### config.mk
export PLATFORM = sky130hd
export DESIGN_NAME = mtp_pwm_unit
export DESIGN_NICKNAME = d
export VERILOG_FILES = /design/src/core/mtp_pkg.sv /design/src/core/mtp_pwm_unit.sv
export SDC_FILE = /design/constraint.sdc
export NUM_CORES = 1
export LEC_CHECK = 0
export ABC_AREA = 1
export BUFFER_PORTS_ARGS = -buffer_cell sky130_fd_sc_hd__buf_4
export CAP_MARGIN = 20
export CORE_UTILIZATION = 60
export CTS_CLUSTER_SIZE = 30
export DETAILED_ROUTE_END_ITERATION = 12
export PLACE_DENSITY = 0.93
export SYNTH_ARGS = -nofsm -noshare
export SYNTH_HDL_FRONTEND = slang
export SYNTH_SLANG_ARGS = --single-unit
### constraint.sdc
create_clock -name clk -period 41.6 [get_ports clk]
set_clock_uncertainty 0.05 [all_clocks]
set_input_delay 4.16 -clock clk [delete_from_list [all_inputs] [get_ports clk]]
set_output_delay 4.16 -clock clk [all_outputs]
set_load 0.03 [all_outputs]
### src/core/mtp_pkg.sv
// Shared constants and types for the match timer PWM unit
package mtp_pkg;
    localparam int CNT_W      = 32;
    localparam int NUM_MATCH  = 7;
    localparam int NUM_PWM    = 6;
    localparam int NUM_CAP    = 2;
    localparam int NUM_EXT    = 4;
    localparam int NUM_DMA    = 2;
    // Index of the cycle-rate match register
    localparam int CYC_MATCH  = 0;
    // Edge select field: bit positions
    localparam int EDGE_RISE  = 0;
    localparam int EDGE_FALL  = 1;
    // External match output actions
    localparam logic [1:0] EXT_NONE = 2'h0;
    localparam logic [1:0] EXT_LOW  = 2'h1;
    localparam logic [1:0] EXT_HIGH = 2'h2;
    localparam logic [1:0] EXT_TOG  = 2'h3;
    localparam logic [31:0] CNT_RST = 32'h0;
    // Bit of the one-hot state that marks a halted counter
    localparam int HALT_BIT   = 2;
    typedef enum logic [2:0] {
        ST_IDLE = 3'h1,
        ST_RUN  = 3'h2,
        ST_HALT = 3'h4
    } mtp_state_t;
endpackage

### src/core/mtp_pwm_unit.sv
// Timer/counter with prescaler, capture, match actions and PWM outputs
//
// Contract
// - 32-bit counter advanced through 32-bit prescaler
// - Count source is clock or capture input
// - Two captures copy count on input edge
// - Continuous match keeps counting, optional interrupt
// - Stop match halts counter, optional interrupt
// - Reset match zeroes counter, optional interrupt
// - Four match outputs: low, high, toggle, none
// - Two matches can issue DMA requests
// - Seven matches give six single/three double outputs
// - Cycle-rate match resets count, ends PWM cycle
// - Single-edge outputs rise at cycle start
// - Single-edge output uses one own match
// - Double-edge output uses rise and fall matches
// - All outputs share one repetition period
// - Period and width are any whole count
// - Released match values apply at cycle boundary
// - Without PWM mode, plain timer/counter
`timescale 1ns/1ns
module mtp_pwm_unit #(
    parameter int CW = mtp_pkg::CNT_W,
    parameter int NM = mtp_pkg::NUM_MATCH,
    parameter int NP = mtp_pkg::NUM_PWM
) (
    input  wire logic                clk,
    input  wire logic                rst,
    input  wire logic                count_en,
    input  wire logic                count_reset,
    input  wire logic                pwm_mode,
    input  wire logic                count_src_sel,
    input  wire logic                count_cap_sel,
    input  wire logic [1:0]          count_edge,
    input  wire logic [CW-1:0]       prescale_limit,
    input  wire logic [1:0]          cap_in,
    input  wire logic [1:0][1:0]     cap_edge,
    input  wire logic [1:0]          cap_irq_en,
    input  wire logic [NM-1:0][CW-1:0] match_val,
    input  wire logic [NM-1:0]       release_req,
    input  wire logic [NM-1:0]       match_irq_en,
    input  wire logic [NM-1:0]       match_stop_en,
    input  wire logic [NM-1:0]       match_reset_en,
    input  wire logic [3:0][1:0]     ext_ctrl,
    input  wire logic [NP-1:0]       dbl_edge_sel,
    input  wire logic [NP-1:0]       pwm_en,
    output logic      [CW-1:0]       count_val,
    output logic      [CW-1:0]       prescale_val,
    output logic      [1:0][CW-1:0]  cap_val,
    output logic      [NM-1:0]       match_irq,
    output logic      [1:0]          cap_irq,
    output logic      [1:0]          dma_req,
    output logic      [3:0]          ext_match,
    output logic      [NP-1:0]       pwm_out,
    output logic      [NM-1:0]       release_pending,
    output logic                     halted
);

    function automatic logic edge_hit(input logic p, input logic c, input logic [1:0] m);
        edge_hit = (m[mtp_pkg::EDGE_RISE] & ~p & c) | (m[mtp_pkg::EDGE_FALL] & p & ~c);
    endfunction

    mtp_pkg::mtp_state_t    state_r, state_nxt;
    logic [CW-1:0]          tc_r, tc_nxt, pc_r, pc_nxt;
    logic [1:0]             cap_prev_r;
    logic [1:0]             cap_ev;
    logic                   src_ev, tick, do_reset, do_stop, apply;
    logic [NM-1:0]          hit, reset_mask;
    logic [NM-1:0][CW-1:0]  shadow_r, shadow_nxt, act_r, act_nxt;
    logic [NM-1:0]          pend_r, pend_nxt;
    logic [1:0][CW-1:0]     cap_r, cap_nxt;
    logic [NM-1:0]          mirq_r, mirq_nxt;
    logic [1:0]             cirq_r, cirq_nxt, dma_r, dma_nxt;
    logic [3:0]             ext_r, ext_nxt;
    logic [NP-1:0]          pwm_r, pwm_nxt;
    logic                   pset, pclr;

    // Count source and match detection
    always_comb begin
        for (int i = 0; i < mtp_pkg::NUM_CAP; i++) begin
            cap_ev[i] = edge_hit(cap_prev_r[i], cap_in[i], cap_edge[i]);
        end
        src_ev = count_src_sel ?
                 edge_hit(cap_prev_r[count_cap_sel], cap_in[count_cap_sel], count_edge) :
                 1'b1;
        tick = (state_r == mtp_pkg::ST_RUN) && src_ev && (pc_r == prescale_limit);
        for (int i = 0; i < NM; i++) begin
            hit[i] = tick && (tc_r == act_r[i]);
        end
        // Cycle-rate match always restarts the count in PWM mode
        reset_mask = match_reset_en;
        reset_mask[mtp_pkg::CYC_MATCH] = match_reset_en[mtp_pkg::CYC_MATCH] | pwm_mode;
        do_reset = |(hit & reset_mask);
        do_stop  = |(hit & match_stop_en);
        apply    = count_reset || (tick && hit[mtp_pkg::CYC_MATCH] && do_reset);
    end

    // Counter, prescaler and run state
    always_comb begin
        state_nxt = state_r;
        pc_nxt    = pc_r;
        tc_nxt    = tc_r;
        case (state_r)
            mtp_pkg::ST_IDLE: begin
                if (count_en) begin
                    state_nxt = mtp_pkg::ST_RUN;
                end
            end
            mtp_pkg::ST_RUN: begin
                if (!count_en) begin
                    state_nxt = mtp_pkg::ST_IDLE;
                end else if (do_stop && !count_reset) begin
                    state_nxt = mtp_pkg::ST_HALT;
                end
            end
            mtp_pkg::ST_HALT: begin
                if (!count_en) begin
                    state_nxt = mtp_pkg::ST_IDLE;
                end
            end
            default: state_nxt = mtp_pkg::ST_IDLE;
        endcase
        if ((state_r == mtp_pkg::ST_RUN) && src_ev) begin
            pc_nxt = (pc_r == prescale_limit) ? mtp_pkg::CNT_RST[CW-1:0] : pc_r + 1'b1;
        end
        if (tick) begin
            if (do_reset) begin
                tc_nxt = mtp_pkg::CNT_RST[CW-1:0];
            end else if (!do_stop) begin
                tc_nxt = tc_r + 1'b1;
            end
        end
        if (count_reset) begin
            pc_nxt = mtp_pkg::CNT_RST[CW-1:0];
            tc_nxt = mtp_pkg::CNT_RST[CW-1:0];
        end
    end

    always_ff @(posedge clk or posedge rst) begin
        if (rst) begin
            state_r    <= mtp_pkg::ST_IDLE;
            pc_r       <= '0;
            tc_r       <= '0;
            cap_prev_r <= '0;
        end else begin
            state_r    <= state_nxt;
            pc_r       <= pc_nxt;
            tc_r       <= tc_nxt;
            cap_prev_r <= cap_in;
        end
    end

    // Match value shadowing; a release in the apply cycle stays pending
    always_comb begin
        for (int i = 0; i < NM; i++) begin
            shadow_nxt[i] = release_req[i] ? match_val[i] : shadow_r[i];
            if (!pwm_mode) begin
                act_nxt[i]  = match_val[i];
                pend_nxt[i] = 1'b0;
            end else begin
                act_nxt[i]  = (apply && pend_r[i]) ? shadow_r[i] : act_r[i];
                pend_nxt[i] = release_req[i] | (pend_r[i] & ~apply);
            end
        end
    end

    always_ff @(posedge clk or posedge rst) begin
        if (rst) begin
            shadow_r <= '0;
            act_r    <= '0;
            pend_r   <= '0;
        end else begin
            shadow_r <= shadow_nxt;
            act_r    <= act_nxt;
            pend_r   <= pend_nxt;
        end
    end

    // Events, captures, match pins and PWM pins
    always_comb begin
        pset = 1'b0;
        pclr = 1'b0;
        mirq_nxt = hit & match_irq_en;
        dma_nxt  = hit[mtp_pkg::NUM_DMA-1:0];
        for (int i = 0; i < mtp_pkg::NUM_CAP; i++) begin
            cirq_nxt[i] = cap_ev[i] & cap_irq_en[i];
            cap_nxt[i]  = cap_ev[i] ? tc_r : cap_r[i];
        end
        for (int i = 0; i < mtp_pkg::NUM_EXT; i++) begin
            ext_nxt[i] = ext_r[i];
            if (hit[i]) begin
                case (ext_ctrl[i])
                    mtp_pkg::EXT_LOW:  ext_nxt[i] = 1'b0;
                    mtp_pkg::EXT_HIGH: ext_nxt[i] = 1'b1;
                    mtp_pkg::EXT_TOG:  ext_nxt[i] = ~ext_r[i];
                    default:           ext_nxt[i] = ext_r[i];
                endcase
            end
        end
        for (int k = 0; k < NP; k++) begin
            // Output k uses match k+1; double edge also uses match k
            if (k > 0 && dbl_edge_sel[k]) begin
                pset = hit[k];
            end else begin
                pset = hit[mtp_pkg::CYC_MATCH];
            end
            pclr = hit[k+1];
            // Falling wins so a shared count never glitches
            if (!pwm_mode || !pwm_en[k]) begin
                pwm_nxt[k] = 1'b0;
            end else if (pclr) begin
                pwm_nxt[k] = 1'b0;
            end else if (pset) begin
                pwm_nxt[k] = 1'b1;
            end else begin
                pwm_nxt[k] = pwm_r[k];
            end
        end
    end

    always_ff @(posedge clk or posedge rst) begin
        if (rst) begin
            mirq_r <= '0;
            cirq_r <= '0;
            dma_r  <= '0;
            cap_r  <= '0;
            ext_r  <= '0;
            pwm_r  <= '0;
        end else begin
            mirq_r <= mirq_nxt;
            cirq_r <= cirq_nxt;
            dma_r  <= dma_nxt;
            cap_r  <= cap_nxt;
            ext_r  <= ext_nxt;
            pwm_r  <= pwm_nxt;
        end
    end

    assign count_val       = tc_r;
    assign prescale_val    = pc_r;
    assign cap_val         = cap_r;
    assign match_irq       = mirq_r;
    assign cap_irq         = cirq_r;
    assign dma_req         = dma_r;
    assign ext_match       = ext_r;
    assign pwm_out         = pwm_r;
    assign release_pending = pend_r;
    assign halted          = state_r[mtp_pkg::HALT_BIT];
endmodule

== After elaboration in Yosys (flattened, before gate mapping) ==
Index checks and enable logic that the tools add are counted.
Word-level totals
  memories kept: 0
  register bits: 609
  memory bits (writable): 0
  bits in latches: 0
  ROM bits: 0
  input bits: 321
  output and inout port bits: 157
Cells by class
  reduce and logical (&&, ||, !) cells: 54
  div/mod/pow operators: 0
  shift-type cells: 0
  $lt $le $gt $ge: 1
  add/subtract/negate cells: 2
  multiplexer cells: 65
  eq/ne operators: 34
  bitwise gates (word level): 46
  multipliers: 0
Operators by type and width (number)
  2-to-1 mux 32 bit: 21
  equality test 32 bit: 8
  adder 32 x 1 -> 32 bit (second input constant): 2
  2-to-1 mux 1 bit: 35
  nonzero test 3 bit: 10
  AND 1 bit: 21
  AND 7 bit: 3
  logical AND 1 bit: 19
  equality test 2 bit (second input constant): 8
  inequality test 2 x 1 -> 1 bit (second input constant): 7
  OR reduction 7 bit: 2
  2-to-1 mux 3 bit: 4
  one-hot mux 1 bit (3 select lines): 4
  inverter 1 bit: 11
  OR 1 bit: 11
  AND reduction 2 bit: 5
  one-hot mux 3 bit (3 select lines): 1
  equality test 2 x 1 -> 1 bit (second input constant): 4
  zero test 1 bit: 8
  logical OR 1 bit: 7
  inequality test 2 bit (second input constant): 2
  nonzero test 2 bit: 2
  equality test 3 x 1 -> 1 bit (second input constant): 1
  equality test 3 x 2 -> 1 bit (second input constant): 1
  other kinds (5): 5

== Depth between registers and ports, before layout ==
  depth after elaboration: 18
  depth in mapped cells: 19
  gate-level depth less buffers: 18

== Worst setup path after synthesis ==
No wires, ideal clock.
  kind: input port to flip-flop
  start: input port prescale_limit[4]
  end: register act_r[160] (netlist name)
  stages: 16
  buffers on the path: 2
  arrival: 5.783 ns
  setup time: 0.117 ns
  slack: 35.650 ns
  data required time: 41.433 ns
  cell sequence: xnor2_1 -> nand2_1 -> nor2_1 -> nand2_1 -> nor2_1 -> nand2_2 -> nor2_8 -> nand3_1 -> nand2_1 -> nor2_1 -> nand2_4 -> buf_6 -> nand3_4 -> buf_2 -> nand3_1 -> nand2_1
On the way
  cells in the longest elaborated chain, start to end: 9
  elaborated cells between the ends (all ways): 16
  classes of those cells: 2 x eq/ne; 1 x bitwise; 13 x reduce/logical
RTL lines
  from (decl): line mtp_pwm_unit.sv:35  | input wire logic [CW-1:0] prescale_limit,
  equality test 32 bit *: line mtp_pwm_unit.sv:86  | tick = (state_r == mtp_pkg::ST_RUN) && src_ev && (pc_r == prescale_limit);
  logical AND 1 bit *: line mtp_pwm_unit.sv:86
  logical AND 1 bit: line mtp_pwm_unit.sv:88  | hit[i] = tick && (tc_r == act_r[i]);
  AND 7 bit: line mtp_pwm_unit.sv:93  | do_reset = |(hit & reset_mask);
  OR reduction 7 bit: line mtp_pwm_unit.sv:93
  logical AND 1 bit *: line mtp_pwm_unit.sv:95  | apply = count_reset || (tick && hit[mtp_pkg::CYC_MATCH] && do_reset);
  logical OR 1 bit *: line mtp_pwm_unit.sv:95
  logical AND 1 bit *: line mtp_pwm_unit.sv:161  | act_nxt[i] = (apply && pend_r[i]) ? shadow_r[i] : act_r[i];
  inequality test 2 x 1 -> 1 bit (no source line) *
  to (signal assigned): line mtp_pwm_unit.sv:174  | act_r <= act_nxt;
  to (decl): line mtp_pwm_unit.sv:69  | logic [NM-1:0][CW-1:0] shadow_r, shadow_nxt, act_r, act_nxt;
Every way passes the cells marked *; elsewhere a longest branch is shown, timed or not.
A chain may end at the register's enable or synchronous reset.

== Worst setup path in the final report ==
  start: input port prescale_limit[26]
  end: register act_r[85] (netlist name)
The elaborated chain is that of the path after synthesis.

==> impl_summary.md <==
Outcome
The flow ran to the end, and the final reports show no timing, DRC or antenna violations.

Detailed routing
Dividing the detail-routed via count by the number of cells gives roughly 5.8. The detail route stage leaves a number of antenna-violating nets equal to 0. The violation count after the first detailed-routing iteration is roughly 3,600. The number of vias after detailed routing is 29,700.

In the final routed layout, each cell accounts on average for 20.1 µm. In the routed design, unresolved DRC markers number 0. Wires add up to approximately 100,000 µm. The first detailed-routing pass ran for 9 iterations.

CTS
The clock slew seen by the registers of the worst setup and hold paths is 60 ps. The post-cts resize count is 0. In this run, CTS created clock tree buffers numbering slightly above 60. The clock tree synthesis step divided the H-tree into 2 levels. The maximum clock insertion buffer count is 3. The clock tree from TritonCTS is built. Once the clock tree was built, the setup fixing pass inserted 0 buffers.

The later pin in the worst-skew pair is clocked with a latency of about 640 ps. The root buffer cell chosen for the clock tree is clkbuf_16. The number of buffers added to fix hold violations after cts is 0.

Clock tree synthesis found a total of about 610 sinks.

Die
about 480 I/O pins were placed. In this run the standard cell core region covers about 0.051 mm². The initial utilization of the core area, before any placement, comes to between 60% and 70%.

The die width is 230 µm. Measured along the y axis, the die boundary spans 230 µm. The row count is 83. The overall die area is about 0.053 mm².

Final layout
The multi-input logic area is ~0.013 mm². The fill cell total of the finished layout is 3,596. Summing all flip-flop and latch instances after layout gives ~0.015 mm². For this run, the post-layout net count is about 4,700. After routing the design area is around 0.037 mm². The area growth from synthesis to layout is 19.2%. The number of antenna diodes in the final layout is 0. The fraction of layout cells with a size suffix above 1 is 15.1%.

Power and ir drop
The highest ir drop seen on vdd is 36.8 µV. In this run switching power makes up 27.3% of total power. In this run the power spent charging and discharging nets is 0.400 mW. The combinational share of power is 14.2%. The design internal power is 1.06 mW. The total power per unit cell area is approximately 39 mW/mm². The cell leakage power is 19.1 nW. The sequential power share is 45.9%. The share of total power dissipated in the clock network is 39.9%.

Synth
Counting flops and latches in the post-synthesis netlist gives 609. The number of warning messages in the yosys log is 0. The top cell type's share of synthesized area is slightly below 50%.

The number of nets in the synthesized netlist is ~4,400. The most used flip-flop cell after synthesis is dfrtp_1. Sequential cells were found to cover roughly half of the synthesized design area. Yosys mapped a number of flops with a built-in enable equal to 0. Of all flip-flops after synthesis, the portion carrying an async set or reset was 100%. Sorting the synthesized cells by area gives the leading types as dfrtp_1 (49%), nand2_1 (17%), o21ai_0 (8.2%), nand3_1 (5.1%), inv_1 (4.5%). The number of distinct standard cells referenced by the synthesized netlist is 43. The netlist area before placement is 0.0311 mm². The average instance in the mapped netlist occupies between 7 and 8 µm².

The synthesized instance count is 4,059. The synthesized design spends more area on one cell type than any other, namely dfrtp_1.

STA
The relative slew slack is 18.1%. The hold violation count in the final report is 0. In the final timing run, aggregate negative setup slack is 0 ps. Setup repair after global routing left no endpoint under its margin. The minimum clock period after layout is 7670 ps. Dividing the final minimum period by the clock period gives 18.4%. The count of pins over their slew limit is 0.

The timing-limited maximum frequency is 0.130 GHz. The slew of the pin with the lowest slew margin is 1230 ps. The final number of setup-violating endpoints is 0.

Global route
The initial antenna violation count is 1. The overall fraction of global-route tracks in use is 38.6%. The first global-routing pass estimated 157,000 µm of wire.

Entering global routing, the biggest net connects between 200 and 250 pins. After global routing the overflow that remains totals 0. The via count of the first global-routing pass is roughly 28,000.

Critical path
The startpoint of the most critical register-to-register path is count_val[26]. For the worst setup path, the data required time is ~42,000 ps. Measured in cells, the most critical reg-to-reg path has a length of 13.

The critical path is of the input port to flip-flop type. In this run the worst path has a maximum fanout of 33. Across all register-to-register paths, the minimum setup slack is 36,340 ps. The endpoint kind of the worst setup timing path is a flip-flop.

The worst endpoint data arrival time is 8190 ps. STA classifies the critical path startpoint as an input port. The worst reg2reg path endpoint is act_r[85].

Place
Detailed placement finished with a half-perimeter wire length of ~65,000 µm. The placed standard-cell area is 0.0349 mm². The number of buffers added on ports is 476. The routability congestion estimate is 0.910.

Hold path
The worst hold path was traced through 2 stages. The worst hold path terminates at cap_val[54]. In this run the worst hold path is classified as flip-flop to flip-flop.

In this run the most critical hold path is launched from cap_val[54].

Flow run
The max-capacitance violation count is 0.
-- cell usage in the layout (no fill, tap or decap), types with 2 or more instances in the layout --
cell type / count
a211oi_1: 3
a21oi_1: 35
a31oi_1: 9
and2_1: 2
and3_1: 3
buf_16: 3
buf_4: 520
bufinv_16: 8
clkbuf_1: 9
clkbuf_16: 61
clkbuf_8: 15
clkinv_1: 4
clkinv_2: 14
clkinv_4: 3
dfrtp_1: 608
ha_1: 2
inv_1: 369
inv_2: 9
inv_6: 2
inv_8: 2
nand2_1: 1367
nand2_2: 7
nand2_4: 4
nand3_1: 318
nand3_2: 5
nand3_4: 2
nand4_1: 38
nor2_1: 198
nor2_2: 3
nor3_1: 42
nor4_1: 8
o21ai_0: 513
o22ai_1: 2
or2_2: 11
xnor2_1: 147
xor2_1: 101
-- registers in the layout (all words and copies together) (netlist names) --
| name | count |
|---|---|
| cap_irq | 2 |
| cap_val | 64 |
| ext_match | 4 |
| cap_prev_r | 2 |
| dma_req | 2 |
| pwm_out | 6 |
| act_r | 224 |
| prescale_val | 32 |
| release_pending | 7 |
| shadow_r | 224 |
| count_val | 32 |
| match_irq | 7 |
| state_r | 3 |
-- kinds of logic (layout without fill, tap and decap cells) --
kind of cell               count (synthesis)  count (layout)  synth area share [%]
adders and majority gates                  2               2                0.0804
DFF                                      609             609                  49.0
and+or+nand+nor                         2012            2012                  26.6
xor gates and xnor gates                 248             248                  6.98
AOI/OAI and AO/OA                        569             569                  9.31
buffers and inverters                    619            1022                  8.04
-- synthesized netlist by cell type, types with 11 or more instances --
| cell type | number |
|---|---|
| nand2_1 | 1370 |
| dfrtp_1 | 608 |
| o21ai_0 | 513 |
| inv_1 | 371 |
| nand3_1 | 318 |
| nor2_1 | 198 |
| clkbuf_1 | 158 |
| xnor2_1 | 147 |
| xor2_1 | 101 |
| nor3_1 | 42 |
| buf_2 | 41 |
| nand4_1 | 38 |
| a21oi_1 | 35 |
| buf_4 | 26 |
| or2_2 | 11 |
-- power groups by stage --
stage          Sequential [mW]  Clock, mW  Combinational [mW]
2_1_floorplan            0.679          0               0.130
3_3_place_gp             0.677          0               0.191
3_5_place_dp             0.681          0               0.199
4_1_cts                  0.671      0.586               0.204
5_1_grt                  0.676      0.611               0.232
6_report                 0.672      0.585               0.208
-- worst max-delay path by stage --
stage | start | endpoint | depth (start not counted)
finish | prescale_limit[26] | act_r[85] | 16
global route | prescale_limit[4] | act_r[85] | 16
CTS | prescale_limit[26] | act_r[117] | 16
detailed placement | prescale_limit[26] | act_r[159] | 16
global placement | prescale_limit[29] | act_r[144] | 14
floorplan | rst | act_r[0] | 1
-- layer usage --
| layer | GRT usage, % | vias to the layer above | wire (µm) |
|---|---|---|---|
| met3 | 7.95 | 430 | 10800 |
| met4 | 24.7 | 2 | 7990 |
| met2 | 60.9 | 1876 | 47300 |
| met5 | 0 | - | 13 |
| li1 | - | 13500 | - |
| met1 | 48.7 | 13900 | 37200 |
-- final cells by class --
cell class | instances | share of cell area, %
sequential | 609 | 41.1
multi-input combinational | 2831 | 36.1
timing repair buffer | 526 | 10.9
clock buffer | 84 | 4.73
inverter | 384 | 3.93
tap | 680 | 2.29
clock inverter | 28 | 0.975
-- worst max-delay path, stage by stage --
cell     delay (ps)
buf_4           110
xnor2_1         230
nand2_1          80
nor2_1           90
nand2_1          70
nor2_2          220
nand2_2         170
nor2_8          290
nand3_1         140
nand2_1         170
nor2_1           90
nand2_4         300
nand3_2         640
nand2_1        1050
nand2_1         210
nand2_1         110
-- per-stage QoR --
step,total power [mW],std cells,setup WS (ps),hold WS (ps),util [%]
2_1_floorplan,0.810,4059,20340,403,-
3_3_place_gp,0.868,5026,33470,415,68.0
3_5_place_dp,0.880,5026,33380,416,68.0
4_1_cts,1.46,5138,33910,434,72.1
5_1_grt,1.52,5142,33700,452,72.3
6_report,1.46,5142,33930,434,72.3
(Power assumes the default switching activity.)
